[src/shared/spd_loader_pkg.sv]
// Purpose: Shared constants and types of the presence-detect loader
// Assumes: 40 MHz ref_clk
// Notes:   Serial clock kept at the 93.75 kHz figure, not at clk/256
package spd_loader_pkg;

   // ------------------------------------------------------------------
   // Timing
   // ------------------------------------------------------------------
   localparam int CLK_HZ = 40_000_000;
   localparam int SCL_HZ = 93_750;
   localparam int SCL_CYC = (CLK_HZ + SCL_HZ - 1) / SCL_HZ;
   localparam int QTR_CYC = (SCL_CYC + 3) / 4;
   localparam logic [6:0] QTR_LAST = 7'(QTR_CYC - 1);
   localparam int PWR_WAIT_US = 200;
   localparam int PWR_WAIT_CYC = PWR_WAIT_US * (CLK_HZ / 1_000_000);
   localparam int TRC_NS = 70;
   localparam int TRC_CYC = (TRC_NS * (CLK_HZ / 1_000_000) + 999) / 1000;
   localparam logic [1:0] TRC_LAST = 2'(TRC_CYC - 1);

   // ------------------------------------------------------------------
   // Register map and fields
   // ------------------------------------------------------------------
   localparam logic [31:0] CTRL_OFF = 32'h1000_0020;
   localparam logic [31:0] STAT_OFF = 32'h1000_0040;
   localparam logic [31:0] MASK_OFF = 32'h1000_0044;
   localparam logic [31:0] SHADOW_BASE = 32'h1000_0100;
   localparam int CAS_LSB = 0;
   localparam int SIZE_LSB = 2;
   localparam int READY_BIT = 5;
   localparam logic [1:0] CAS_RST = 2'h2;
   localparam logic [2:0] SIZE_RST = 3'h0;
   localparam int EV_SPD = 0;
   localparam int EV_INIT = 1;
   localparam int EV_NACK = 2;

   // ------------------------------------------------------------------
   // EEPROM and SDRAM figures
   // ------------------------------------------------------------------
   localparam logic [7:0] DEV_WR = 8'ha0;
   localparam logic [7:0] DEV_RD = 8'ha1;
   localparam logic [7:0] WORD_PTR = 8'h00;
   localparam logic [7:0] LAST_BYTE = 8'hff;
   localparam logic [5:0] LAST_WORD = 6'h3f;
   localparam logic [12:0] MODE_WORD = 13'h022;
   localparam logic [12:0] PRE_ALL = 13'h0400;
   localparam logic [3:0] CMD_NOP = 4'h7;
   localparam logic [3:0] CMD_PRE = 4'h2;
   localparam logic [3:0] CMD_REF = 4'h1;
   localparam logic [3:0] CMD_MRS = 4'h0;

   // Byte engine commands
   typedef enum logic [3:0]
   {
      SC_START = 4'h1,
      SC_STOP = 4'h2,
      SC_WRITE = 4'h4,
      SC_READ = 4'h8
   } ser_cmd_t;

endpackage

[src/logic/shadow_ram.sv]
// Purpose: 64 x 32 shadow store of the presence-detect bytes
// Assumes: One write port, one read port
// Notes:   Read data registered, valid one cycle after the address
`timescale 1ns/1ps
module shadow_ram
(
   // Clock
   input wire logic ref_clk,
   // Write port
   input wire logic we,
   input wire logic [5:0] waddr,
   input wire logic [31:0] wdata,
   // Read port
   input wire logic [5:0] raddr,
   output logic [31:0] rdata
);

   logic [31:0] mem [0:63];

   // Write side
   always_ff @(posedge ref_clk)
   begin
      if (we)
      begin
         mem[waddr] <= wdata;
      end
   end

   // Registered read
   always_ff @(posedge ref_clk)
   begin
      rdata <= mem[raddr];
   end

endmodule // shadow_ram

[src/logic/serial_byte_engine.sv]
// Purpose: Two-wire start, stop and byte transfers for the EEPROM
// Assumes: Four quarter phases per serial bit
// Notes:   Data line open-drain; enable low while pulling low
`timescale 1ns/1ps
module serial_byte_engine
(
   // Clock and reset
   input wire logic ref_clk,
   input wire logic nrst,
   // Command side
   input wire logic go,
   input wire spd_loader_pkg::ser_cmd_t cmd,
   input wire logic [7:0] tx_byte,
   output logic ready,
   output logic done,
   output logic [7:0] rx_byte,
   output logic ack_ok,
   // Serial pins
   output logic scl,
   input wire logic sda_i,
   output logic sda_o,
   output logic sda_oe_n
);

   typedef enum logic [3:0]
   {
      E_IDLE = 4'b0001,
      E_START = 4'b0010,
      E_STOP = 4'b0100,
      E_BIT = 4'b1000
   } eng_state_t;

   eng_state_t state_r;
   logic [6:0] qcnt_r;
   logic [1:0] phase_r;
   logic [3:0] bit_r;
   logic [7:0] sh_r;
   logic is_read_r, samp_r, scl_r, pull_r;
   logic scl_nxt, pull_nxt;
   logic s1_r, s2_r, s3_r, sda_q_r;
   logic tick;

   assign tick = (qcnt_r == spd_loader_pkg::QTR_LAST);
   assign ready = (state_r == E_IDLE);
   assign scl = scl_r;
   assign sda_o = 1'b0;
   assign sda_oe_n = ~pull_r;

   // Three-stage input synchroniser, change taken when 2 and 3 agree
   always_ff @(posedge ref_clk)
   begin
      if (!nrst)
      begin
         s1_r <= 1'b1;
         s2_r <= 1'b1;
         s3_r <= 1'b1;
         sda_q_r <= 1'b1;
      end
      else
      begin
         s1_r <= sda_i;
         s2_r <= s1_r;
         s3_r <= s2_r;
         if (s2_r == s3_r)
         begin
            sda_q_r <= s3_r;
         end
      end
   end

   // Quarter-period timer, sets the serial bit rate
   always_ff @(posedge ref_clk)
   begin
      if (!nrst || state_r == E_IDLE)
      begin
         qcnt_r <= 7'h00;
         phase_r <= 2'h0;
      end
      else
      begin
         qcnt_r <= tick ? 7'h00 : qcnt_r + 7'h01;
         if (tick)
         begin
            phase_r <= phase_r + 2'h1;
         end
      end
   end

   // Sequencer: start, stop and nine-bit byte slots
   always_ff @(posedge ref_clk)
   begin
      if (!nrst)
      begin
         state_r <= E_IDLE;
         bit_r <= 4'h0;
         sh_r <= 8'h00;
         is_read_r <= 1'b0;
         samp_r <= 1'b1;
         done <= 1'b0;
         rx_byte <= 8'h00;
         ack_ok <= 1'b0;
      end
      else
      begin
         done <= 1'b0;
         case (state_r)
            E_IDLE:
            begin
               if (go)
               begin
                  bit_r <= 4'h0;
                  sh_r <= tx_byte;
                  is_read_r <= (cmd == spd_loader_pkg::SC_READ);
                  case (cmd)
                     spd_loader_pkg::SC_START: state_r <= E_START;
                     spd_loader_pkg::SC_STOP: state_r <= E_STOP;
                     default: state_r <= E_BIT;
                  endcase
               end
            end
            E_START, E_STOP:
            begin
               if (tick && phase_r == 2'h3)
               begin
                  state_r <= E_IDLE;
                  done <= 1'b1;
               end
            end
            E_BIT:
            begin
               if (tick && phase_r == 2'h1)
               begin
                  samp_r <= sda_q_r;
               end
               if (tick && phase_r == 2'h3)
               begin
                  if (bit_r == 4'h8)
                  begin
                     ack_ok <= ~samp_r;
                     rx_byte <= sh_r;
                     state_r <= E_IDLE;
                     done <= 1'b1;
                  end
                  else
                  begin
                     sh_r <= {sh_r[6:0], samp_r};
                     bit_r <= bit_r + 4'h1;
                  end
               end
            end
            default: state_r <= E_IDLE;
         endcase
      end
   end

   // Pin levels per state and phase
   always_comb
   begin
      scl_nxt = scl_r;
      pull_nxt = pull_r;
      case (state_r)
         E_START:
         begin
            scl_nxt = (phase_r != 2'h3);
            pull_nxt = phase_r[1];
         end
         E_STOP:
         begin
            scl_nxt = (phase_r != 2'h0);
            pull_nxt = ~phase_r[1];
         end
         E_BIT:
         begin
            scl_nxt = (phase_r == 2'h1) || (phase_r == 2'h2);
            pull_nxt = (bit_r != 4'h8) && !is_read_r && !sh_r[7];
         end
         default:
         begin
            scl_nxt = scl_r;
            pull_nxt = pull_r;
         end
      endcase
   end

   // Registered pin drivers
   always_ff @(posedge ref_clk)
   begin
      if (!nrst)
      begin
         scl_r <= 1'b1;
         pull_r <= 1'b0;
      end
      else
      begin
         scl_r <= scl_nxt;
         pull_r <= pull_nxt;
      end
   end

   // Cycles between serial clock rises, for checking only
   logic scl_d_r;
   logic [8:0] since_r;
   always_ff @(posedge ref_clk)
   begin
      if (!nrst)
      begin
         scl_d_r <= 1'b1;
         since_r <= 9'h1ff;
      end
      else
      begin
         scl_d_r <= scl_r;
         if (scl_r && !scl_d_r)
            since_r <= 9'h001;
         else if (since_r != 9'h1ff)
            since_r <= since_r + 9'h001;
      end
   end
endmodule // serial_byte_engine

[src/logic/sdram_spd_power_up_loader.sv]
// Purpose: Power-up SDRAM mode set and presence-detect shadow copy
// Assumes: Plain register port, read data one cycle after strobe
// Notes:   Shadow is read-only; EEPROM is only ever read
// Contract
// - Set SDRAM mode: burst four, latency two
// - Read all 256 bytes of EEPROM
// - Serial clock from divided reference clock
// - EEPROM reads stay under 100 kbit/s
// - Each byte framed by start and stop
// - Copy content into 64 x 32 shadow
// - Ready flag set once shadow is filled
// - Shadow words readable at random, no serial access
// - No writes to EEPROM, reads only
//
// Strobed register access was chosen for this implementation.
`timescale 1ns/1ps
module sdram_spd_power_up_loader
#(
   parameter int PWR_WAIT_CYC = spd_loader_pkg::PWR_WAIT_CYC
)
(
   // Clock and reset
   input wire logic ref_clk,
   input wire logic nrst,
   // Register port
   input wire logic [31:0] addr,
   input wire logic [31:0] wr_data,
   input wire logic wr_en,
   input wire logic rd_en,
   output logic [31:0] rd_data,
   // Interrupt
   output logic irq,
   // SDRAM command pins
   output logic sd_cke,
   output logic sd_cs_n,
   output logic sd_ras_n,
   output logic sd_cas_n,
   output logic sd_we_n,
   output logic [1:0] sd_ba,
   output logic [12:0] sd_addr,
   // Settings for the SDRAM controller
   output logic [1:0] cas_latency,
   output logic [2:0] mem_size,
   output logic sd_init_done,
   // EEPROM link
   output logic spd_scl,
   input wire logic spd_sda_i,
   output logic spd_sda_o,
   output logic spd_sda_oe_n
);

   // ------------------------------------------------------------------
   // Types and state
   // ------------------------------------------------------------------
   typedef enum logic [4:0]
   {
      M_WAIT = 5'b00001,
      M_SDINIT = 5'b00010,
      M_PTR = 5'b00100,
      M_READ = 5'b01000,
      M_DONE = 5'b10000
   } main_state_t;

   main_state_t state_r;
   logic [15:0] wait_r;
   logic [2:0] sd_step_r;
   logic [1:0] gap_r;
   logic [3:0] sd_cmd_r;
   logic [12:0] sd_addr_r;
   logic [1:0] ser_step_r;
   logic [7:0] byte_r;
   logic [23:0] buf_r;
   logic mem_we_r;
   logic [5:0] mem_waddr_r;
   logic [31:0] mem_wdata_r;
   logic [31:0] mem_q;
   logic ready_r;
   logic [1:0] cas_r;
   logic [2:0] size_r;
   logic [2:0] status_r, mask_r, events;
   logic [31:0] rd_reg_r;
   logic rd_shadow_r;
   logic eng_go, eng_ready, eng_done, eng_ack;
   logic [7:0] eng_rx;
   spd_loader_pkg::ser_cmd_t cur_cmd;
   logic serial_on;

   // ------------------------------------------------------------------
   // Decoders
   // ------------------------------------------------------------------
   function automatic logic hit(input logic [31:0] a,
                                input logic [31:0] off);
      hit = (a == off);
   endfunction

   function automatic spd_loader_pkg::ser_cmd_t cmd_of
      (input logic [1:0] step);
      case (step)
         2'h0: cmd_of = spd_loader_pkg::SC_START;
         2'h1: cmd_of = spd_loader_pkg::SC_WRITE;
         2'h2: cmd_of = spd_loader_pkg::SC_WRITE;
         default: cmd_of = spd_loader_pkg::SC_STOP;
      endcase
   endfunction

   function automatic logic [3:0] sd_cmd_of(input logic [2:0] step);
      case (step)
         3'h0: sd_cmd_of = spd_loader_pkg::CMD_PRE;
         3'h1: sd_cmd_of = spd_loader_pkg::CMD_REF;
         3'h2: sd_cmd_of = spd_loader_pkg::CMD_REF;
         default: sd_cmd_of = spd_loader_pkg::CMD_MRS;
      endcase
   endfunction

   // ------------------------------------------------------------------
   // Power-up sequence
   // ------------------------------------------------------------------
   // Wait, then precharge, two refreshes and the mode set
   always_ff @(posedge ref_clk)
   begin
      if (!nrst)
      begin
         state_r <= M_WAIT;
         wait_r <= 16'h0000;
         sd_step_r <= 3'h0;
         gap_r <= 2'h0;
         sd_cmd_r <= spd_loader_pkg::CMD_NOP;
         sd_addr_r <= 13'h0000;
      end
      else
      begin
         sd_cmd_r <= spd_loader_pkg::CMD_NOP;
         case (state_r)
            M_WAIT:
            begin
               if (wait_r == 16'(PWR_WAIT_CYC - 1))
                  state_r <= M_SDINIT;
               else
                  wait_r <= wait_r + 16'h0001;
            end
            M_SDINIT:
            begin
               if (gap_r != 2'h0)
                  gap_r <= gap_r - 2'h1;
               else if (sd_step_r == 3'h4)
                  state_r <= M_PTR;
               else
               begin
                  sd_cmd_r <= sd_cmd_of(sd_step_r);
                  sd_addr_r <= (sd_step_r == 3'h0) ?
                     spd_loader_pkg::PRE_ALL :
                     spd_loader_pkg::MODE_WORD;
                  gap_r <= spd_loader_pkg::TRC_LAST;
                  sd_step_r <= sd_step_r + 3'h1;
               end
            end
            M_PTR:
            begin
               if (eng_done && ser_step_r == 2'h3)
                  state_r <= M_READ;
            end
            M_READ:
            begin
               if (eng_done && ser_step_r == 2'h3 &&
                   byte_r == spd_loader_pkg::LAST_BYTE)
                  state_r <= M_DONE;
            end
            M_DONE: state_r <= M_DONE;
            default: state_r <= M_WAIT;
         endcase
      end
   end

   assign sd_cke = 1'b1;
   assign {sd_cs_n, sd_ras_n, sd_cas_n, sd_we_n} = sd_cmd_r;
   assign sd_ba = 2'h0;
   assign sd_addr = sd_addr_r;
   assign sd_init_done = (state_r != M_WAIT) && (state_r != M_SDINIT);

   // ------------------------------------------------------------------
   // Serial read walk
   // ------------------------------------------------------------------
   assign serial_on = (state_r == M_PTR) || (state_r == M_READ);
   assign cur_cmd = (state_r == M_READ && ser_step_r == 2'h2) ?
      spd_loader_pkg::SC_READ : cmd_of(ser_step_r);
   assign eng_go = serial_on && eng_ready && !eng_done;

   // Step through start, address, data, stop for every byte
   always_ff @(posedge ref_clk)
   begin
      if (!nrst)
      begin
         ser_step_r <= 2'h0;
         byte_r <= 8'h00;
      end
      else if (serial_on && eng_done)
      begin
         ser_step_r <= ser_step_r + 2'h1;
         if (state_r == M_READ && ser_step_r == 2'h3)
            byte_r <= byte_r + 8'h01;
      end
   end

   // Address byte: pointer set only by a word-address dummy, no data
   logic [7:0] tx_byte;
   always_comb
   begin
      tx_byte = spd_loader_pkg::DEV_RD;
      if (state_r == M_PTR)
         tx_byte = (ser_step_r == 2'h1) ? spd_loader_pkg::DEV_WR :
                   spd_loader_pkg::WORD_PTR;
   end

   serial_byte_engine u_eng
   (
      .ref_clk(ref_clk),
      .nrst(nrst),
      .go(eng_go),
      .cmd(cur_cmd),
      .tx_byte(tx_byte),
      .ready(eng_ready),
      .done(eng_done),
      .rx_byte(eng_rx),
      .ack_ok(eng_ack),
      .scl(spd_scl),
      .sda_i(spd_sda_i),
      .sda_o(spd_sda_o),
      .sda_oe_n(spd_sda_oe_n)
   );

   // ------------------------------------------------------------------
   // Shadow fill
   // ------------------------------------------------------------------
   // Pack four bytes, lowest address in bits 7:0, then write a word
   always_ff @(posedge ref_clk)
   begin
      if (!nrst)
      begin
         buf_r <= 24'h000000;
         mem_we_r <= 1'b0;
         mem_waddr_r <= 6'h00;
         mem_wdata_r <= 32'h0000_0000;
      end
      else
      begin
         mem_we_r <= 1'b0;
         if (state_r == M_READ && eng_done && ser_step_r == 2'h2)
         begin
            buf_r <= {eng_rx, buf_r[23:8]};
            if (byte_r[1:0] == 2'h3)
            begin
               mem_we_r <= 1'b1;
               mem_waddr_r <= byte_r[7:2];
               mem_wdata_r <= {eng_rx, buf_r};
            end
         end
      end
   end

   shadow_ram u_ram
   (
      .ref_clk(ref_clk),
      .we(mem_we_r),
      .waddr(mem_waddr_r),
      .wdata(mem_wdata_r),
      .raddr(addr[7:2]),
      .rdata(mem_q)
   );

   // Ready flag rises with the last word write and stays
   always_ff @(posedge ref_clk)
   begin
      if (!nrst)
         ready_r <= 1'b0;
      else if (mem_we_r && mem_waddr_r == spd_loader_pkg::LAST_WORD)
         ready_r <= 1'b1;
   end

   // ------------------------------------------------------------------
   // Registers and interrupt
   // ------------------------------------------------------------------
   assign events[spd_loader_pkg::EV_SPD] = mem_we_r &&
      mem_waddr_r == spd_loader_pkg::LAST_WORD;
   assign events[spd_loader_pkg::EV_INIT] = (state_r == M_SDINIT) &&
      gap_r == 2'h0 && sd_step_r == 3'h4;
   assign events[spd_loader_pkg::EV_NACK] = serial_on && eng_done &&
      cur_cmd == spd_loader_pkg::SC_WRITE && !eng_ack;

   // Control fields, mask, and sticky status with set over clear
   always_ff @(posedge ref_clk)
   begin
      if (!nrst)
      begin
         cas_r <= spd_loader_pkg::CAS_RST;
         size_r <= spd_loader_pkg::SIZE_RST;
         mask_r <= 3'h0;
         status_r <= 3'h0;
      end
      else
      begin
         if (wr_en && hit(addr, spd_loader_pkg::CTRL_OFF))
         begin
            cas_r <= wr_data[spd_loader_pkg::CAS_LSB +: 2];
            size_r <= wr_data[spd_loader_pkg::SIZE_LSB +: 3];
         end
         if (wr_en && hit(addr, spd_loader_pkg::MASK_OFF))
            mask_r <= wr_data[2:0];
         status_r <= (status_r &
            ~((wr_en && hit(addr, spd_loader_pkg::STAT_OFF)) ?
            wr_data[2:0] : 3'h0)) | events;
      end
   end

   assign cas_latency = cas_r;
   assign mem_size = size_r;
   assign irq = |(status_r & mask_r);

   // Read data, valid only the cycle after the strobe
   always_ff @(posedge ref_clk)
   begin
      if (!nrst)
      begin
         rd_reg_r <= 32'h0000_0000;
         rd_shadow_r <= 1'b0;
      end
      else
      begin
         rd_reg_r <= 32'h0000_0000;
         rd_shadow_r <= rd_en && addr[31:8] ==
            spd_loader_pkg::SHADOW_BASE[31:8] && addr[1:0] == 2'h0;
         if (rd_en && hit(addr, spd_loader_pkg::CTRL_OFF))
         begin
            rd_reg_r[spd_loader_pkg::CAS_LSB +: 2] <= cas_r;
            rd_reg_r[spd_loader_pkg::SIZE_LSB +: 3] <= size_r;
            rd_reg_r[spd_loader_pkg::READY_BIT] <= ready_r;
         end
         if (rd_en && hit(addr, spd_loader_pkg::STAT_OFF))
            rd_reg_r[2:0] <= status_r;
         if (rd_en && hit(addr, spd_loader_pkg::MASK_OFF))
            rd_reg_r[2:0] <= mask_r;
      end
   end

   assign rd_data = rd_shadow_r ? mem_q : rd_reg_r;
endmodule // sdram_spd_power_up_loader

[config.mk]
export PLATFORM = sky130hd
export DESIGN_NAME = sdram_spd_power_up_loader
export DESIGN_NICKNAME = d
export VERILOG_FILES = /design/src/shared/spd_loader_pkg.sv /design/src/logic/shadow_ram.sv /design/src/logic/serial_byte_engine.sv /design/src/logic/sdram_spd_power_up_loader.sv
export SDC_FILE = /design/constraint.sdc
export NUM_CORES = 2
export LEC_CHECK = 0
export BUFFER_PORTS_ARGS = -buffer_cell sky130_fd_sc_hd__buf_2
export CELL_PAD_IN_SITES_DETAIL_PLACEMENT = 1
export CELL_PAD_IN_SITES_GLOBAL_PLACEMENT = 1
export CORE_MARGIN = 2
export CORE_UTILIZATION = 50
export DETAILED_ROUTE_END_ITERATION = 8
export PLACE_DENSITY = 0.84
export RECOVER_POWER = 100
export SKIP_CTS_REPAIR_TIMING = 1
export SLEW_MARGIN = 20
export SYNTH_ARGS = -nofsm -noshare
export SYNTH_HDL_FRONTEND = slang
export SYNTH_HIERARCHICAL = 1
export SYNTH_SLANG_ARGS = --single-unit
[constraint.sdc]
create_clock -name ref_clk -period 3.8 [get_ports ref_clk]
set_input_delay 0.38 -clock ref_clk [delete_from_list [all_inputs] [get_ports ref_clk]]
set_output_delay 0.38 -clock ref_clk [all_outputs]
set_load 0.02 [all_outputs]
==> qor.yml <==
slew_headroom: -0.823
peakVddDrop_v: 0.000414
gr-total-overflow: 0
yosysSeqAreaShare: 0.763
portBuffers: 88
place_hpwl_um: 141000
drv_cap: 47
hold_viol_final: 0
synth_edf_count: 2048
slew_violations: 1736
numPlacedInstances: 6540
dieArea_sq_mm: 0.175
numClockSinks: 2246
synth_area_sq_mm: 0.0858
max_freq_mhz: 256
synthDistinctLibCells: 70
period_minus_slack_ns: 3.91
cp_max_fo: 44
multi_input_area_sq_mm: 0.0192
dieWidth_um: 418
grt_pass1_vias: 49562
regArea_sq_mm: 0.0655
worstSkewPairLatency_ns: 0.89
dp_slack_ns: 0.419
leakage_nw: 30.9
final_cell_mix: "edfxtp_1, mux4_2, nand2_1"
via_per_inst: 7.19
post_drt_wl_per_cell_um: 41.8
worstMarginPinSlew_ns: 2.73
fill_cells: 14488
setup_viol: 1
grt_pass1_wl_um: 383000
num_rows: 152
ys.flop_type: "edfxtp_1"
dr.first_iter.drc_count: 9035
setup_ws_ns: -0.113
synth_cells: 4233
io_pins: 131
drc: 0
critPathKind: "input pin to register"
final_common_cell: "edfxtp_1"
wirelength_um: 290000
numCtsBuffers: 211
startpoint_type: "input pin"
final_cells: 6954
fin_crit_sh: 1.03
drive_gt1_frac: 0.243
grt_max_degree: 84
antenna_found_initial: 23
cts_tree: "built"
design.core.area_sq_mm: 0.171
path_clk_slew_ns: 0.07
track_usage: 0.311
start_util: 0.502
p_per_area_mw_per_mm2: 529
area_growth_pct: 12.9
hold_path_class: "input pin to register"
num_vias: 49989
skew_ns: 0.0532
async_reset_ff_frac: 0
status: "finished with violations"
ys_ff_latch: 2246
violations: "max-capacitance violations, max-slew violations, negative setup slack"
postSynthAreaPerCell_sq_um: 20.3
whs_ns: 0.137
htreeDepth: 4
clock_path_buffers: 3
die_y_um: 418
finalPower_mw: 51.2
yosysWarnings: 6
required_ns: 4.61
first_pass_iters: 6
critPathArrivalTime_ns: 4.73
root_buffer: "clkbuf_16"
end_kind: "register"
antenna_left: 0
rsz0062_at_grt: "no"
nNetsFinal: 4620
gp_congestion: 0.850
path summary, 6_finish.rpt:
path / start / endpoint / slack (ns) / cells past startpoint
setup / recovery: addr[2] / u_ram/rdata[31]$_DFF_P_ / -0.11 / 8
setup reg to reg: mem_waddr_r[2]$_SDFFE_PN0P_ / u_ram/mem[60][23]$_DFFE_PP_ / 0.23 / 4
hold reg to reg: u_eng/s1_r$_SDFF_PN1_ / u_eng/s2_r$_SDFF_PN1_ / 0.41 / 1
hold / removal: wr_en / cas_latency[1]$_SDFFE_PN1P_ / 0.14 / 4
synthesized netlist by cell type (all sizes together), types with 28 or more instances:
library cell	count	area (sq um)
edfxtp	2048	61500
mux4	502	11300
nand2	218	818
dfxtp	198	3960
nor2	177	664
buf	144	958
a21oi	132	661
clkbuf	105	394
o22ai	77	482
mux2i	69	691
a221oi	64	561
a22oi	43	323
nand3	41	210
a22o	40	350
and2	40	250
mux2	30	342
inv	28	105
critical path, cell delays in order:
cell and delay (ns):
clkbuf_4 1.04, buf_12 0.33, clkbuf_2 0.37, mux2i_1 0.21
o221ai_1 0.37, o21ai_0 0.25, nor3_1 1.27, o211a_1 0.36
state kept, by name (all words and copies together) (netlist names), 4 cells and up:
| signal | cells |
|---|---|
| wait_r | 16 |
| mem_waddr_r | 6 |
| u_eng/bit_r | 4 |
| u_ram/rdata | 32 |
| buf_r | 24 |
| rd_reg_r | 6 |
| u_eng/state_r | 4 |
| u_ram/mem | 2048 |
| u_eng/rx_byte | 8 |
| u_eng/qcnt_r | 7 |
| state_r | 5 |
| u_eng/sh_r | 8 |
| mem_wdata_r | 32 |
| byte_r | 8 |
layout make-up:
| class | instances | area share |
|---|---|---|
| Antenna cell | 9 | 0.000233 |
| Clock buffer | 276 | 0.0594 |
| Clock inverter | 118 | 0.0126 |
| Inverter | 28 | 0.00110 |
| Multi-Input combinational cell | 1727 | 0.199 |
| Sequential cell | 2246 | 0.676 |
| Tap cell | 2233 | 0.0289 |
| Timing Repair Buffer | 317 | 0.0231 |
per-layer routing:
metal	wire (um)	share of wire	vias up	track usage
li1	-	-	17995	-
met1	91700	0.32	25272	0.400
met2	135000	0.47	5411	0.489
met3	41100	0.14	1289	0.0722
met4	22100	0.076	22	0.180
met5	148	0.00051	-	0
stage by stage:
step | area [sq um] | setup TNS [ns] | util
5_1_grt | 96800 | 0 | 0.566
4_1_cts | 97200 | 0 | 0.569
3_3_place_gp | 90300 | 0 | 0.528
6_report | 96800 | -0.113 | 0.566
2_1_floorplan | 85800 | 0 | -
3_5_place_dp | 90300 | 0 | 0.528
power by group:
part	leakage [nW]	internal, mW	switching, mW
combinational	6.97	0.845	1.38
clock	3.39	12.1	10.2
sequential	20.6	26.6	0.0996
cells by family after synthesis:
logic type      share of synthesized area
flops                               0.763
simple gates                       0.0338
xor+xnor                          0.00286
compound gates                     0.0362
fa+ha+maj                         0.00292
other cells                      0.000131
buf+inv                            0.0170
mux                                 0.144
Power figures use the tool's default switching activity.
